File: src/hdl/pio_pkg.sv
// Purpose: Shared constants for the parallel port block.
// Assumes: 12-bit CPU address, 8-bit data, one core clock.
// Notes: Pin vector order is one, six, pwm, analog, video, sync from bit 0.
//
// Contract
// - Special registers low, data buffers high
// - Outputs latched, inputs read live
// - Pin level sampled in read first state
// - Pin output changes in write second state
// - Fixed ports: modify-write reads latch, else pin
// - Reset sets every output latch to one
// - Falling single pin sets interrupt event
// - Pwm port direction bits, reset input
// - Writes reach latch regardless of direction
// - Input-mode bits read pin state
// - Reset clears analog disable and channel
// - Interrupt enable bit selects low analog pin
// - Video port direction bits, reset input
// - Swap bit reorders five shared pins
package pio_pkg;
	localparam logic [11:0] SFR_BASE = 12'h000;
	localparam logic [11:0] SFR_TOP = 12'h03F;
	localparam logic [11:0] DBR_BASE = 12'hF80;
	localparam logic [11:0] DBR_TOP = 12'hFFF;

	localparam logic [11:0] OFS_ONE_BIT_DATA = 12'h002;
	localparam logic [11:0] OFS_SIX_BIT_DATA = 12'h003;
	localparam logic [11:0] OFS_PWM_DATA = 12'h004;
	localparam logic [11:0] OFS_ANALOG_DATA = 12'h005;
	localparam logic [11:0] OFS_VIDEO_DATA = 12'h006;
	localparam logic [11:0] OFS_SYNC_DATA = 12'h007;
	localparam logic [11:0] OFS_PWM_DIR = 12'h00C;
	localparam logic [11:0] OFS_VIDEO_DIR = 12'h00D;
	localparam logic [11:0] OFS_CONV_CTRL = 12'h00E;
	localparam logic [11:0] OFS_PIN_SWAP = 12'h027;
	localparam logic [11:0] OFS_EXT_IRQ_CTRL = 12'h037;

	localparam logic [7:0] LATCH_RESET = 8'hFF;
	localparam logic [7:0] DIR_RESET = 8'h00;
	localparam logic [4:0] CONV_RESET = 5'h00;
	localparam logic SWAP_RESET = 1'h0;
	localparam logic EXT_LOW_EN_RESET = 1'h0;

	localparam int PIN_SWAP_BIT = 7;
	localparam int ANALOG_DISABLE_BIT = 4;
	localparam int EXT_LOW_EN_BIT = 6;
	localparam int DISPLAY_LSB = 4;

	localparam int PIN_COUNT = 33;
	localparam int POS_ONE = 0;
	localparam int POS_SIX = 1;
	localparam int POS_PWM = 7;
	localparam int POS_ANALOG = 15;
	localparam int POS_VIDEO = 23;
	localparam int POS_SYNC = 31;

	localparam int SWAP_COUNT = 5;
	localparam int SWAP_SIX_LSB = 2;
	localparam int SWAP_IN_ROT = 3;
	localparam int SWAP_OUT_ROT = 2;
endpackage : pio_pkg

File: src/hdl/pio_pin_filter.sv
// Purpose: Three-stage synchroniser with agreement filter for pin inputs.
// Assumes: Inputs are asynchronous to clk.
// Notes: A new level is taken once stages two and three agree.
module pio_pin_filter #(
	parameter int WIDTH = 1,
	parameter logic [WIDTH-1:0] RESET_LEVEL = '1
) (
	// Clock and reset
	input wire logic clk,
	input wire logic sys_rst,
	// Pins and filtered levels
	input wire logic [WIDTH-1:0] pin_async,
	output logic [WIDTH-1:0] level
);
	logic [WIDTH-1:0] s1_reg;
	logic [WIDTH-1:0] s2_reg;
	logic [WIDTH-1:0] s3_reg;

	always_ff @(posedge clk or posedge sys_rst) begin
		if (sys_rst) begin
			s1_reg <= RESET_LEVEL;
			s2_reg <= RESET_LEVEL;
			s3_reg <= RESET_LEVEL;
		end else begin
			s1_reg <= pin_async;
			s2_reg <= s1_reg;
			s3_reg <= s2_reg;
		end
	end

	for (genvar i = 0; i < WIDTH; i++) begin : g_bit
		always_ff @(posedge clk or posedge sys_rst) begin
			if (sys_rst) begin
				level[i] <= RESET_LEVEL[i];
			end else if (s2_reg[i] == s3_reg[i]) begin
				level[i] <= s2_reg[i];
			end
		end
	end
endmodule : pio_pin_filter

File: src/hdl/pio_ports.sv
// Purpose: Six parallel ports with latches, direction control and pin swap.
// Assumes: One-cycle read and write strobes from the core on clk.
// Notes: Write lands in the latch at the next edge, on the pin one edge later.
module pio_ports
	import pio_pkg::*;
(
	// Clock and reset
	input wire logic clk,
	input wire logic sys_rst,
	// Core register access
	input wire logic [11:0] bus_addr,
	input wire logic bus_rd,
	input wire logic bus_rmw,
	input wire logic bus_wr,
	input wire logic [7:0] bus_wdata,
	output logic [7:0] bus_rdata,
	// One-bit port pin
	input wire logic single_port_pin_in,
	output logic single_port_pin_out,
	output logic single_port_pin_oe,
	// Six-bit port pins 1 and 0
	input wire logic [1:0] six_port_pin_in,
	output logic [1:0] six_port_pin_out,
	output logic [1:0] six_port_pin_oe,
	// Five swappable pins
	input wire logic [4:0] swap_pin_in,
	output logic [4:0] swap_pin_out,
	output logic [4:0] swap_pin_oe,
	// Analog-capable port pins 6 to 0
	input wire logic [6:0] analog_port_pin_in,
	output logic [6:0] analog_port_pin_out,
	output logic [6:0] analog_port_pin_oe,
	// Pwm port pins
	input wire logic [7:0] pwm_port_pin_in,
	output logic [7:0] pwm_port_pin_out,
	output logic [7:0] pwm_port_pin_oe,
	// Video port pins
	input wire logic [7:0] video_port_pin_in,
	output logic [7:0] video_port_pin_out,
	output logic [7:0] video_port_pin_oe,
	// Sync pair pins
	input wire logic [1:0] sync_pair_pin_in,
	output logic [1:0] sync_pair_pin_out,
	output logic [1:0] sync_pair_pin_oe,
	// Secondary function sources
	input wire logic [7:0] pwm_wave,
	input wire logic serial_clk_release,
	input wire logic serial_data_release,
	input wire logic [3:0] display_rgby,
	input wire logic [3:0] display_output_select,
	// Toward peripherals
	output logic [32:0] port_in_level,
	output logic single_pin_fall,
	output logic ext_irq_low_level,
	output logic analog_input_disable,
	output logic [3:0] analog_channel_select,
	output logic pin_swap_select
);

	logic one_latch_reg;
	logic [5:0] six_latch_reg;
	logic [7:0] pwm_latch_reg;
	logic [7:0] analog_latch_reg;
	logic [7:0] video_latch_reg;
	logic [1:0] sync_latch_reg;
	logic [7:0] pwm_dir_reg;
	logic [7:0] video_dir_reg;
	logic [4:0] conv_ctrl_reg;
	logic ext_low_en_reg;
	logic pin_swap_reg;
	logic one_prev_reg;
	logic [32:0] raw_in;
	logic [32:0] lvl;
	logic [32:0] log_val;
	logic [32:0] log_drive;
	logic [4:0] swap_log_in;
	logic [4:0] swap_log_val;
	logic [4:0] swap_log_drive;
	logic [4:0] swap_out_next;
	logic [4:0] swap_oe_next;
	logic [7:0] rd_next;
	logic [7:0] pwm_val;
	logic [7:0] video_val;
	logic [5:0] six_val;
	logic sfr_hit;

	assign sfr_hit = bus_addr <= SFR_TOP;

	// Output latches: preset to one, written whatever the direction
	always_ff @(posedge clk or posedge sys_rst) begin
		if (sys_rst) begin
			one_latch_reg <= LATCH_RESET[0];
			six_latch_reg <= LATCH_RESET[5:0];
			pwm_latch_reg <= LATCH_RESET;
			analog_latch_reg <= LATCH_RESET;
			video_latch_reg <= LATCH_RESET;
			sync_latch_reg <= LATCH_RESET[1:0];
		end else if (bus_wr && sfr_hit) begin
			case (bus_addr)
				OFS_ONE_BIT_DATA: one_latch_reg <= bus_wdata[0];
				OFS_SIX_BIT_DATA: six_latch_reg <= bus_wdata[5:0];
				OFS_PWM_DATA: pwm_latch_reg <= bus_wdata;
				OFS_ANALOG_DATA: analog_latch_reg <= bus_wdata;
				OFS_VIDEO_DATA: video_latch_reg <= bus_wdata;
				OFS_SYNC_DATA: sync_latch_reg <= bus_wdata[1:0];
				default: ;
			endcase
		end
	end

	// Direction registers, cleared to input at reset
	always_ff @(posedge clk or posedge sys_rst) begin
		if (sys_rst) begin
			pwm_dir_reg <= DIR_RESET;
			video_dir_reg <= DIR_RESET;
		end else if (bus_wr && sfr_hit) begin
			if (bus_addr == OFS_PWM_DIR) begin
				pwm_dir_reg <= bus_wdata;
			end
			if (bus_addr == OFS_VIDEO_DIR) begin
				video_dir_reg <= bus_wdata;
			end
		end
	end

	// Control bits shared with converter, interrupt and swap logic
	always_ff @(posedge clk or posedge sys_rst) begin
		if (sys_rst) begin
			conv_ctrl_reg <= CONV_RESET;
			ext_low_en_reg <= EXT_LOW_EN_RESET;
			pin_swap_reg <= SWAP_RESET;
		end else if (bus_wr && sfr_hit) begin
			if (bus_addr == OFS_CONV_CTRL) begin
				conv_ctrl_reg <= bus_wdata[ANALOG_DISABLE_BIT:0];
			end
			if (bus_addr == OFS_EXT_IRQ_CTRL) begin
				ext_low_en_reg <= bus_wdata[EXT_LOW_EN_BIT];
			end
			if (bus_addr == OFS_PIN_SWAP) begin
				pin_swap_reg <= bus_wdata[PIN_SWAP_BIT];
			end
		end
	end

	assign analog_input_disable = conv_ctrl_reg[ANALOG_DISABLE_BIT];
	assign analog_channel_select = conv_ctrl_reg[3:0];
	assign pin_swap_select = pin_swap_reg;

	// Pin swap, logical order: ext_irq_four, timer4, bus clock, bus data, analog top
	assign swap_log_val = {log_val[POS_ANALOG + 7], log_val[POS_SIX + SWAP_SIX_LSB +: 4]};
	assign swap_log_drive = {log_drive[POS_ANALOG + 7], log_drive[POS_SIX + SWAP_SIX_LSB +: 4]};
	for (genvar i = 0; i < SWAP_COUNT; i++) begin : g_swap
		assign swap_log_in[i] = pin_swap_reg ? swap_pin_in[(i + SWAP_IN_ROT) % SWAP_COUNT] : swap_pin_in[i];
		assign swap_out_next[i] = pin_swap_reg ? swap_log_val[(i + SWAP_OUT_ROT) % SWAP_COUNT] : swap_log_val[i];
		assign swap_oe_next[i] = pin_swap_reg ? swap_log_drive[(i + SWAP_OUT_ROT) % SWAP_COUNT] : swap_log_drive[i];
	end

	assign raw_in = {sync_pair_pin_in, video_port_pin_in, swap_log_in[4], analog_port_pin_in,
		pwm_port_pin_in, swap_log_in[3:0], six_port_pin_in, single_port_pin_in};

	pio_pin_filter #(
		.WIDTH(PIN_COUNT),
		.RESET_LEVEL({PIN_COUNT{1'b1}})
	) u_filter (
		.clk(clk),
		.sys_rst(sys_rst),
		.pin_async(raw_in),
		.level(lvl)
	);

	assign port_in_level = lvl;

	// Pin values: open-drain style on fixed ports, direction on pwm and video
	assign six_val = six_latch_reg & {serial_data_release, serial_clk_release, 4'hF};
	assign pwm_val = pwm_latch_reg & pwm_wave;
	for (genvar k = 0; k < 8; k++) begin : g_video
		if (k >= DISPLAY_LSB) begin : g_disp
			assign video_val[k] = display_output_select[k - DISPLAY_LSB] ?
				display_rgby[k - DISPLAY_LSB] : video_latch_reg[k];
		end else begin : g_plain
			assign video_val[k] = video_latch_reg[k];
		end
	end
	assign log_val = {sync_latch_reg, video_val, analog_latch_reg, pwm_val, six_val, one_latch_reg};
	assign log_drive = {~sync_latch_reg, video_dir_reg, ~analog_latch_reg, pwm_dir_reg,
		~six_val, ~one_latch_reg};

	// Pin flops follow the latch one edge later
	always_ff @(posedge clk or posedge sys_rst) begin
		if (sys_rst) begin
			single_port_pin_out <= 1'h1;
			single_port_pin_oe <= 1'h0;
			six_port_pin_out <= 2'h3;
			six_port_pin_oe <= 2'h0;
			swap_pin_out <= 5'h1F;
			swap_pin_oe <= 5'h00;
			analog_port_pin_out <= 7'h7F;
			analog_port_pin_oe <= 7'h00;
			pwm_port_pin_out <= 8'hFF;
			pwm_port_pin_oe <= 8'h00;
			video_port_pin_out <= 8'hFF;
			video_port_pin_oe <= 8'h00;
			sync_pair_pin_out <= 2'h3;
			sync_pair_pin_oe <= 2'h0;
		end else begin
			single_port_pin_out <= log_val[POS_ONE];
			single_port_pin_oe <= log_drive[POS_ONE];
			six_port_pin_out <= log_val[POS_SIX +: 2];
			six_port_pin_oe <= log_drive[POS_SIX +: 2];
			swap_pin_out <= swap_out_next;
			swap_pin_oe <= swap_oe_next;
			analog_port_pin_out <= log_val[POS_ANALOG +: 7];
			analog_port_pin_oe <= log_drive[POS_ANALOG +: 7];
			pwm_port_pin_out <= log_val[POS_PWM +: 8];
			pwm_port_pin_oe <= log_drive[POS_PWM +: 8];
			video_port_pin_out <= log_val[POS_VIDEO +: 8];
			video_port_pin_oe <= log_drive[POS_VIDEO +: 8];
			sync_pair_pin_out <= log_val[POS_SYNC +: 2];
			sync_pair_pin_oe <= log_drive[POS_SYNC +: 2];
		end
	end

	// Read data source per register
	always_comb begin
		rd_next = 8'h00;
		case (bus_addr)
			OFS_ONE_BIT_DATA: rd_next = {7'h00, bus_rmw ? one_latch_reg : lvl[POS_ONE]};
			OFS_SIX_BIT_DATA: rd_next = {2'h0, bus_rmw ? six_latch_reg : lvl[POS_SIX +: 6]};
			OFS_PWM_DATA: rd_next = (pwm_dir_reg & pwm_latch_reg) | (~pwm_dir_reg & lvl[POS_PWM +: 8]);
			OFS_ANALOG_DATA: rd_next = bus_rmw ? analog_latch_reg : lvl[POS_ANALOG +: 8];
			OFS_VIDEO_DATA: rd_next = (video_dir_reg & video_latch_reg) | (~video_dir_reg & lvl[POS_VIDEO +: 8]);
			OFS_SYNC_DATA: rd_next = {6'h00, bus_rmw ? sync_latch_reg : lvl[POS_SYNC +: 2]};
			OFS_VIDEO_DIR: rd_next = video_dir_reg;
			OFS_CONV_CTRL: rd_next = {3'h0, conv_ctrl_reg};
			OFS_PIN_SWAP: rd_next = {pin_swap_reg, 7'h00};
			OFS_EXT_IRQ_CTRL: rd_next = {1'h0, ext_low_en_reg, 6'h00};
			default: rd_next = 8'h00;
		endcase
	end

	// Pin level sampled at the edge that takes the read
	always_ff @(posedge clk or posedge sys_rst) begin
		if (sys_rst) begin
			bus_rdata <= 8'h00;
		end else if (bus_rd) begin
			bus_rdata <= sfr_hit ? rd_next : 8'h00;
		end
	end

	// Falling level on the single pin, whoever drives it
	always_ff @(posedge clk or posedge sys_rst) begin
		if (sys_rst) begin
			one_prev_reg <= 1'h1;
			single_pin_fall <= 1'h0;
			ext_irq_low_level <= 1'h1;
		end else begin
			one_prev_reg <= lvl[POS_ONE];
			single_pin_fall <= one_prev_reg & ~lvl[POS_ONE];
			ext_irq_low_level <= ext_low_en_reg ? lvl[POS_ANALOG] : 1'h1;
		end
	end
endmodule : pio_ports

File: config.mk
export PLATFORM = sky130hd
export DESIGN_NAME = pio_ports
export DESIGN_NICKNAME = d
export VERILOG_FILES = /design/src/hdl/pio_pkg.sv /design/src/hdl/pio_pin_filter.sv /design/src/hdl/pio_ports.sv
export SDC_FILE = /design/constraint.sdc
export NUM_CORES = 1
export LEC_CHECK = 0
export ABC_CLOCK_PERIOD_IN_PS = 7600
export BUFFER_PORTS_ARGS = -buffer_cell sky130_fd_sc_hd__buf_4
export CAP_MARGIN = 0
export CORE_UTILIZATION = 56
export CTS_BUF_LIST = sky130_fd_sc_hd__clkbuf_4
export CTS_CLUSTER_SIZE = 10
export DETAILED_ROUTE_END_ITERATION = 10
export GPL_ROUTABILITY_DRIVEN = 0
export HOLD_SLACK_MARGIN = 0.12
export PLACE_DENSITY_LB_ADDON = 0.3
export SYNTH_ARGS = -nofsm -noshare
export SYNTH_HDL_FRONTEND = slang
export SYNTH_SLANG_ARGS = --single-unit
File: constraint.sdc
create_clock -name clk -period 7.6 [get_ports clk]
set_input_delay 0 -clock clk [delete_from_list [all_inputs] [get_ports clk]]
set_output_delay 0 -clock clk [all_outputs]
set_load 0.005 [all_outputs]
# After elaboration in Yosys (flattened, before gate mapping)
# Index checks and enable logic that the tools add are counted.
[totals]
inputBits = 76
register_bits = 265
[op_classes]
muxes = 26
n_eq_ne = 44
magnitude_cmp = 1
n_reduce_logical = 12
bitwise_logic = 16
[op_table]
columns = ["operator", "n"]
rows = [
  ["$pmux W8 S10", 1],
  ["$eq A12 B3 Y1 const B", 4],
  ["$and A8 B8 Y8", 5],
  ["$eq A12 B4 Y1 const B", 3],
  ["$eq A1 B1 Y1", 33],
  ["$eq A12 B2 Y1 const B", 2],
  ["$eq A12 B6 Y1 const B", 2],
  ["$not A8 Y8", 3],
  ["$reduce_and A2 Y1", 11],
  ["$mux W1", 21],
  ["$mux W8", 2],
  ["$or A8 B8 Y8", 2],
  ["$le A12 B6 Y1 const B", 1],
  ["$and A6 B6 Y6", 1],
  ["$mux W6", 1],
  ["$not A6 Y6", 1],
  ["$mux W2", 1],
  ["$not A1 Y1", 2],
  ["$not A2 Y2", 1],
  ["$and A1 B1 Y1", 1],
  ["$logic_and A1 B1 Y1", 1],
]

# Depth between registers and ports, before layout
# Gate-level depths: netlist of run 1.
[logic_depth]
word_depth = 5
depth_mapped = 6
ltp_nobuf = 5

# Modules after synthesis
# Synthesis of run 1 repeated with hierarchy kept, for this count alone.
[unflattened]
cells_unflattened = 591
hier_area_um2 = 9330.2
[by_module_without_submodules]
columns = ["mod", "seq_area_each_um2", "area_each_um2", "instances", "cells_per_inst"]
rows = [
  ["pio_ports", 3413.3, 5486.5, 1, 425],
  ["pio_pin_filter", 3468.3, 3843.7, 1, 166],
]

# Least setup slack after synthesis of run 1
# OpenSTA, ideal clock, no wires.
[synth_timing]
path_kind = "input port to flip-flop"
startpoint = "input bus_addr[7]"
endpoint = "register six_latch_reg[4]"
stages = 4
path_buffers = 0
setup_slack_ns = 5.785
setup_ns = 0.082
t_arrival_ns = 1.733
path_cell_list = "or4_4 or4b_4 nor2_2 mux2_2"
[synth_between]
elab_chain_len = 3
[synth_lines]
columns = ["element", "line", "rtl"]
rows = [
  ["from (decl)", "pio_ports.sv:11", "input wire logic [11:0] bus_addr,"],
  ["$le A12 B6 Y1", "pio_ports.sv:87", "assign sfr_hit = bus_addr <= SFR_TOP;"],
  ["$logic_and A1 B1 Y1", "pio_ports.sv:98", "end else if (bus_wr && sfr_hit) begin"],
  ["$reduce_and A2 Y1 (no source line) *", "--", ""],
  ["to (signal assigned)", "pio_ports.sv:93", "six_latch_reg <= LATCH_RESET[5:0];"],
  ["to (signal assigned)", "pio_ports.sv:101", "OFS_SIX_BIT_DATA: six_latch_reg <= bus_wdata[5:0];"],
  ["to (decl)", "pio_ports.sv:61", "logic [5:0] six_latch_reg;"],
]
# Every way passes the cells marked *; elsewhere a longest branch is shown, timed or not.
# A chain may end at the register's enable or synchronous reset.

# Final worst setup path of run 1
[layout_timing]
startpoint = "input bus_addr[9]"
endpoint = "register analog_latch_reg[5]"
[layout_between]
elab_chain_len = 3
[layout_lines]
columns = ["element", "line", "rtl"]
rows = [
  ["$le A12 B6 Y1", "pio_ports.sv:87", ""],
  ["$logic_and A1 B1 Y1", "pio_ports.sv:98", ""],
  ["$reduce_and A2 Y1 (no source line) *", "--", ""],
  ["to (signal assigned)", "pio_ports.sv:103", "OFS_ANALOG_DATA: analog_latch_reg <= bus_wdata;"],
  ["to (decl)", "pio_ports.sv:63", "logic [7:0] analog_latch_reg;"],
]
# Marked as above.

==> flow_summary_export.csv, run 1 <==
group,metric,value,unit
logic_synthesis,syn_area,0.00920,mm^2
clocking,cts_root_buffer,"clkbuf_4",
logic_synthesis,syn_area_per_cell,16.1,um^2
pwr,finalPower,2.93,mW
pwr,peakVddDrop,0.144,mV
critical_path,r2r_end,"bus_rdata[7]",
worst_hold_path,hold_depth,3,
timing,fin_crit,4.09,ns
logic_synthesis,async_flop_share,100,%
logic_synthesis,syn_nets,646,
route,ant_nets,0,
logic_synthesis,synth_flop_cell,"dfstp_2",
logic_synthesis,synth_seq_cells,265,
layout,area_delta_synth_final,43.1,%
logic_synthesis,ys_seq_area_share,74.8,%
timing,min_period_over_period,53.8,%
die,die_area,0.0170,mm^2
place,place_inst,964,
pwr,p_per_area,223,mW/mm^2
layout,n_antenna_cell,0,
global_routing,grt_pass1_vias,7150,
route,wirelength,23900,um
global_routing,grt_usage,30.2,%
die,start_util,57.7,%
timing,rsz0062_at_grt,"no",
critical_path,startpoint_type,"input pin",
logic_synthesis,synth_compound_area_share,4.09,%
logic_synthesis,yosysWarnings,0,
critical_path,r2r-start,"pin_swap_select",
die,die_y,130,um
route,drt_pre_antenna_iters,5,
clocking,clkLatencyLatePin,0.65,ns
logic_synthesis,synthSimpleGateAreaFrac,5.22,%
timing,relSlewSlack,25.7,%
critical_path,crit_required,8.19,ns
run_status,outcome,"finished, final reports clean",
layout,layout-drive-gt1-share,56.4,%
logic_synthesis,yosys-mux-area-fraction,10.4,%
timing,fin_worst_skew,0.0352,ns
clocking,clockBufferDepth,3,
logic_synthesis,synthCells,570,
place,dp_hpwl,13600,um
critical_path,cp_slowest_cell,"dlygate4sd3_1",
critical_path,crit_buf_inv,6,
route,vias_per_cell,5.24,
timing,worst_pin_slew,1.11,ns
die,row_count,46,
route,routedWlPerCell,19.5,um
layout,design_area,0.0132,mm^2
critical_path,critical_path.cell_chain,"dlygate4sd3_1 -> buf_4 -> or4_4 -> dlygate4sd3_1 -> or4b_4 -> dlygate4sd3_1 -> nor2_2 -> nand2_1 -> dlygate4sd3_1 -> o21ai_0 -> dlygate4sd3_1",
job,maxCapViolCount,0,
clocking,cts_sinks,265,
critical_path,reg2reg_depth,7,
timing,max_freq,0.245,GHz
logic_synthesis,synth_fa_ha_area_share,3.59,%
global_routing,antenna_found_initial,0,
clocking,numCtsBuffers,68,
timing,hold_viol_final,0,
layout,nNetsFinal,1041,
logic_synthesis,synth_top_family_by_area,"multiplexers",
critical_path,crit_path_max_fanout,13,
clocking,cts_tree,"built",
route,dr_total_vias,6444,
route,drcViolationCount,0,
place,dpl-instance-area,0.0109,mm^2
timing,tns,0,ns
die,core,0.0159,mm^2
route,first_iter_violations,373,
global_routing,grt-ovfl-total,0,
critical_path,crit_path_end_kind,"flip-flop",
critical_path,crit_type,"in -> reg",
critical_path,r2r_setup_slack,4.43,ns
critical_path,cpMostUsedCell,"dlygate4sd3_1",
layout,final_cells,1229,
clocking,cts-htree-levels,3,
timing,final_max_slew_viol_count,0,
worst_hold_path,hp-start,"display_output_select[3]",
clocking,path_clk_slew,0.07,ns
logic_synthesis,ys_types,45,
die,die_w,130,um
place,port_buffers,190,
die,io_pins,191,
logic_synthesis,synth-xor-area-share,0.0952,%
pwr,p_leak,5.91,nW
critical_path,arrival,4.68,ns
critical_path,slowest_delay,0.65,ns
timing,setup_viol,0,
global_routing,grt_max_degree,106,
global_routing,grt_pass1_wl,37900,um
worst_hold_path,min_to,"video_port_pin_out[7]",
worst_hold_path,min_path_type,"in -> reg",
critical_path,cp_top_family,"buffers and inverters",
critical_path,cp.depth,11,
logic_synthesis,synth_edf_count,0,
## worst reg2reg max path, delay by kind of cell, from the launching register on
family                 cells  cell delay [ns]
AO/OA/AOI/OAI              3             0.48
flip-flops                 1             0.67
buffers and inverters      4             1.96
## worst max-delay path by stage
stage / start / end / slack, ns
2_1_floorplan: sys_rst / analog_port_pin_oe[0] / 0.63
3_3_place_gp: bus_addr[7] / pwm_dir_reg[5] / 5.15
3_5_place_dp: bus_addr[7] / pwm_dir_reg[0] / 5.02
4_1_cts: bus_addr[9] / six_latch_reg[2] / 3.71
5_1_grt: bus_addr[9] / analog_latch_reg[5] / 3.49
6_report: bus_addr[9] / analog_latch_reg[5] / 3.51
## cell usage in the layout, fill, tap and decap left out, drive strengths merged, types with 2 or more instances in the layout
cell type    synthesis  routed
nand3                7       7
inv                 30      32
dfrtp               65      65
nand2b               2       2
mux2                62      62
o21ai               14      14
nor4b                4       4
nor3                 2       2
nor2b                3       3
o22ai               17      17
a21oi                5       5
o21a                 2       2
a21boi               4       4
a31oi                2       2
nor2                 8       8
dlygate4sd3          0     147
nand2               32      32
maj3                33      33
and2                 9       9
nand4                2       2
clkbuf               8     103
a22oi                4       4
o211ai               2       2
and4b                2       2
or4b                 2       2
and3b                2       2
dfstp              200     200
buf                  6     192
clkinv               0      13
a221o                3       3
mux2i               26      26
## metal layers
metal / track usage, % / part of all wire, % / wire length [um]
met1: 35.8 / 39 / 9330
met2: 50.6 / 51 / 12200
met3: 7.87 / 5.8 / 1400
met4: 16.4 / 4.3 / 1030
met5: 0 / 0 / 0
## power by group
group / total (mW) / leakage (nW) / internal (mW) / switching (mW)
Clock: 1.18 / 0.510 / 0.618 / 0.563
Sequential: 1.53 / 2.97 / 1.50 / 0.0348
Combinational: 0.215 / 2.43 / 0.121 / 0.0940
## per-stage QoR
step	util, %	worst slack (ns)	hold slack [ns]
final	82.6	3.51	0.208
after global placement	68.2	5.15	0.108
after global routing	82.6	3.49	0.160
after CTS	82.6	3.71	0.124
after detailed placement	68.2	5.02	0.109
after floorplan	-	0.634	0.00448
## cells in the mapped netlist (5+ instances only)
library cell	n	area (um^2)
inv_1	30	113
dfstp_2	200	5260
o22ai_1	17	106
nand2_1	32	120
mux2_2	62	698
a21oi_1	5	25.0
nor2_1	6	22.5
o21ai_0	14	70.1
nand3_1	7	35.0
maj3_1	33	330
mux2i_1	26	260
clkbuf_1	8	30.0
and2_1	9	56.3
dfrtp_1	65	1630
## cell families (layout without fill, tap and decap cells)
kind of cell	after synthesis	count (layout)
AO/OA/AOI/OAI	58	58
multiplexers	88	88
adder cells (fa/ha/maj)	33	33
AND/OR/NAND/NOR	81	81
buffers and inverters	44	487
flip-flops	265	265
XOR/XNOR	1	1
## cell type report
class | instances | area (um^2)
fillers | 825 | 2770
clock buffers | 103 | 773
well taps | 216 | 270
flip-flops and latches | 265 | 6880
multi-input cells | 261 | 2150
clock inverters | 15 | 60.1
repair buffers | 339 | 2910
inverters | 30 | 120
## repair_timing
action / CTS / global route
endpoints found under the hold margin: 220 / 0
resized for setup: 0 / 0
setup buffers: 0 / 0
hold buffers: 147 / 0
Power figures use the tool's default switching activity.
==> run 2, diff against run 1 <==
--- a/config.mk
+++ b/config.mk
@@ -5,7 +5,7 @@
 export SDC_FILE = /design/constraint.sdc
 export NUM_CORES = 1
 export LEC_CHECK = 0
-export ABC_CLOCK_PERIOD_IN_PS = 7600
+export ABC_CLOCK_PERIOD_IN_PS = 4200
 export BUFFER_PORTS_ARGS = -buffer_cell sky130_fd_sc_hd__buf_4
 export CAP_MARGIN = 0
 export CORE_UTILIZATION = 56
==> constraint.sdc (replaced) <==
create_clock -name clk -period 4.2 [get_ports clk]
set_input_delay 0 -clock clk [delete_from_list [all_inputs] [get_ports clk]]
set_output_delay 0 -clock clk [all_outputs]
set_load 0.005 [all_outputs]
==> flow_summary_export.csv, run 2 (synthesis results as in run 1) <==
group,metric,value,unit
critical_path,crit_path_end_kind,"flip-flop",
timing,fin_ws,0.0614,ns
pwr,p_per_area,407,mW/mm^2
timing,fin_crit,4.14,ns
layout,layout_common_cells,"200 x dfstp_2, 191 x buf_4, 144 x dlygate4sd3_1",
global_routing,grt_usage,28.9,%
global_routing,grt_max_degree,185,
critical_path,crit_path_max_fanout,15,
layout,seqCellArea,0.00688,mm^2
critical_path,startpoint_type,"input pin",
timing,worst_pin_slew,0.954,ns
die,start_util,57.7,%
layout,area_delta_synth_final,43.3,%
route,wirelength,23200,um
timing,tns,0,ns
timing,setup_viol,0,
layout,fillers,806,
place,dp_hpwl,13600,um
run_status,outcome,"finished, final reports clean",
pwr,peakVddDrop,0.307,mV
timing,fin_worst_skew,0.0477,ns
global_routing,antenna_found_initial,0,
clocking,post_cts_buffers,0,
clocking,clkLatencyLatePin,0.65,ns
timing,relSlewSlack,36.4,%
worst_hold_path,min_path_type,"in -> reg",
layout,multi_input_area,0.00215,mm^2
timing,hold_viol_final,0,
clocking,cts_root_buffer,"clkbuf_4",
clocking,clockBufferDepth,3,
die,die_y,130,um
timing,final_max_slew_viol_count,0,
place,port_buffers,190,
timing,rsz0062_at_grt,"no",
clocking,path_clk_slew,0.07,ns
global_routing,grt_pass1_vias,6865,
job,maxCapViolCount,0,
timing,min_period_over_period,98.5,%
clocking,cts_sinks,265,
die,core,0.0159,mm^2
layout,design_area,0.0132,mm^2
route,dr_total_vias,6381,
timing,max_freq,0.242,GHz
layout,final_common_cell,"dfstp_2",
die,row_count,46,
layout,layout-drive-gt1-share,56.8,%
die,die_area,0.0170,mm^2
critical_path,crit_type,"in -> reg",
place,place_inst,964,
global_routing,grt_pass1_wl,36100,um
die,die_w,130,um
layout,final_cells,1229,
clocking,cts_tree,"built",
critical_path,crit_required,4.79,ns
route,ant_nets,0,
critical_path,arrival,4.73,ns
place,dp_slack,1.61,ns
pwr,p_leak,5.91,nW
layout,n_antenna_cell,0,
route,first_iter_violations,432,
route,routedWlPerCell,18.9,um
global_routing,grt-ovfl-total,0,
route,drt_pre_antenna_iters,6,
clocking,cts-htree-levels,3,
route,drcViolationCount,0,
layout,nNetsFinal,1037,
die,io_pins,191,
route,vias_per_cell,5.19,
clocking,numCtsBuffers,67,
place,dpl-instance-area,0.0109,mm^2
## run 2: cell types whose count changed in the layout (fill, tap and decap cells not counted)
cell           before  now
clkbuf_4          103  111
buf_4             192  191
inv_8               1    0
buf_12              0    1
clkinvlp_4          0    1
inv_2               2    1
clkinv_1           10    9
clkinv_2            3    0
dlygate4sd3_1     147  144
## run 2: per-stage QoR
| stage | power (mW) | utilization (%) | hold WS, ns |
|---|---|---|---|
| floorplan | 2.92 | - | 0.00448 |
| global placement | 3.09 | 68.2 | 0.108 |
| detailed placement | 3.11 | 68.2 | 0.109 |
| CTS | 5.37 | 82.7 | 0.123 |
| global route | 5.61 | 82.7 | 0.142 |
| finish | 5.37 | 82.7 | 0.177 |
## run 2: where the power goes
group | internal, mW | leakage [nW] | switching, mW
logic | 0.223 | 2.41 | 0.166
registers | 2.71 | 2.97 | 0.0647
clock network | 1.19 | 0.529 | 1.01
total | 4.13 | 5.91 | 1.24
## run 2: cell type report
cell class | instances | area share, %
sequential | 265 | 52.2
tap | 216 | 2.05
timing repair buffer | 336 | 22.0
multi-input combinational | 261 | 16.3
inverter | 30 | 0.882
clock buffer | 111 | 6.32
clock inverter | 10 | 0.285
## run 2: timing repair
action | CTS | global route
hold endpoints to repair | 193 | 1
hold buffers | 143 | 1
resized for setup | 0 | 0
## run 2: final timing paths
path                                           from               endpoint  cells after the start  slack (ns)
setup / recovery                        bus_addr[9]    analog_latch_reg[3]                     11        0.06
hold / removal             display_output_select[2]  video_port_pin_out[6]                      3        0.18
setup reg to reg                   video_dir_reg[0]           bus_rdata[0]                      8        1.11
hold reg to reg                 u_filter.s1_reg[26]    u_filter.s2_reg[26]                      0        0.33
max in group asynchronous                   sys_rst     pwm_port_pin_oe[7]                      4        3.27
min in group asynchronous                   sys_rst           bus_rdata[4]                      4        0.24
## run 2: critical path, stage by stage
cell           delay [ns]
dlygate4sd3_1        0.54
buf_4                0.13
or4_4                0.43
dlygate4sd3_1        0.64
or4b_4               0.52
dlygate4sd3_1        0.64
nor2_2               0.47
nand2_1              0.10
dlygate4sd3_1        0.59
o21ai_0              0.09
dlygate4sd3_1        0.58
## run 2: metal layers
layer | wire [um] | part of all wire, % | vias up | GRT usage [%]
met4 | 693 | 3.0 | 0 | 13.1
met1 | 9110 | 39 | 3228 | 34.8
met2 | 12100 | 52 | 283 | 48.9
met3 | 1330 | 5.7 | 58 | 7.71
met5 | 0 | 0 | - | 0
li1 | - | - | 2812 | -
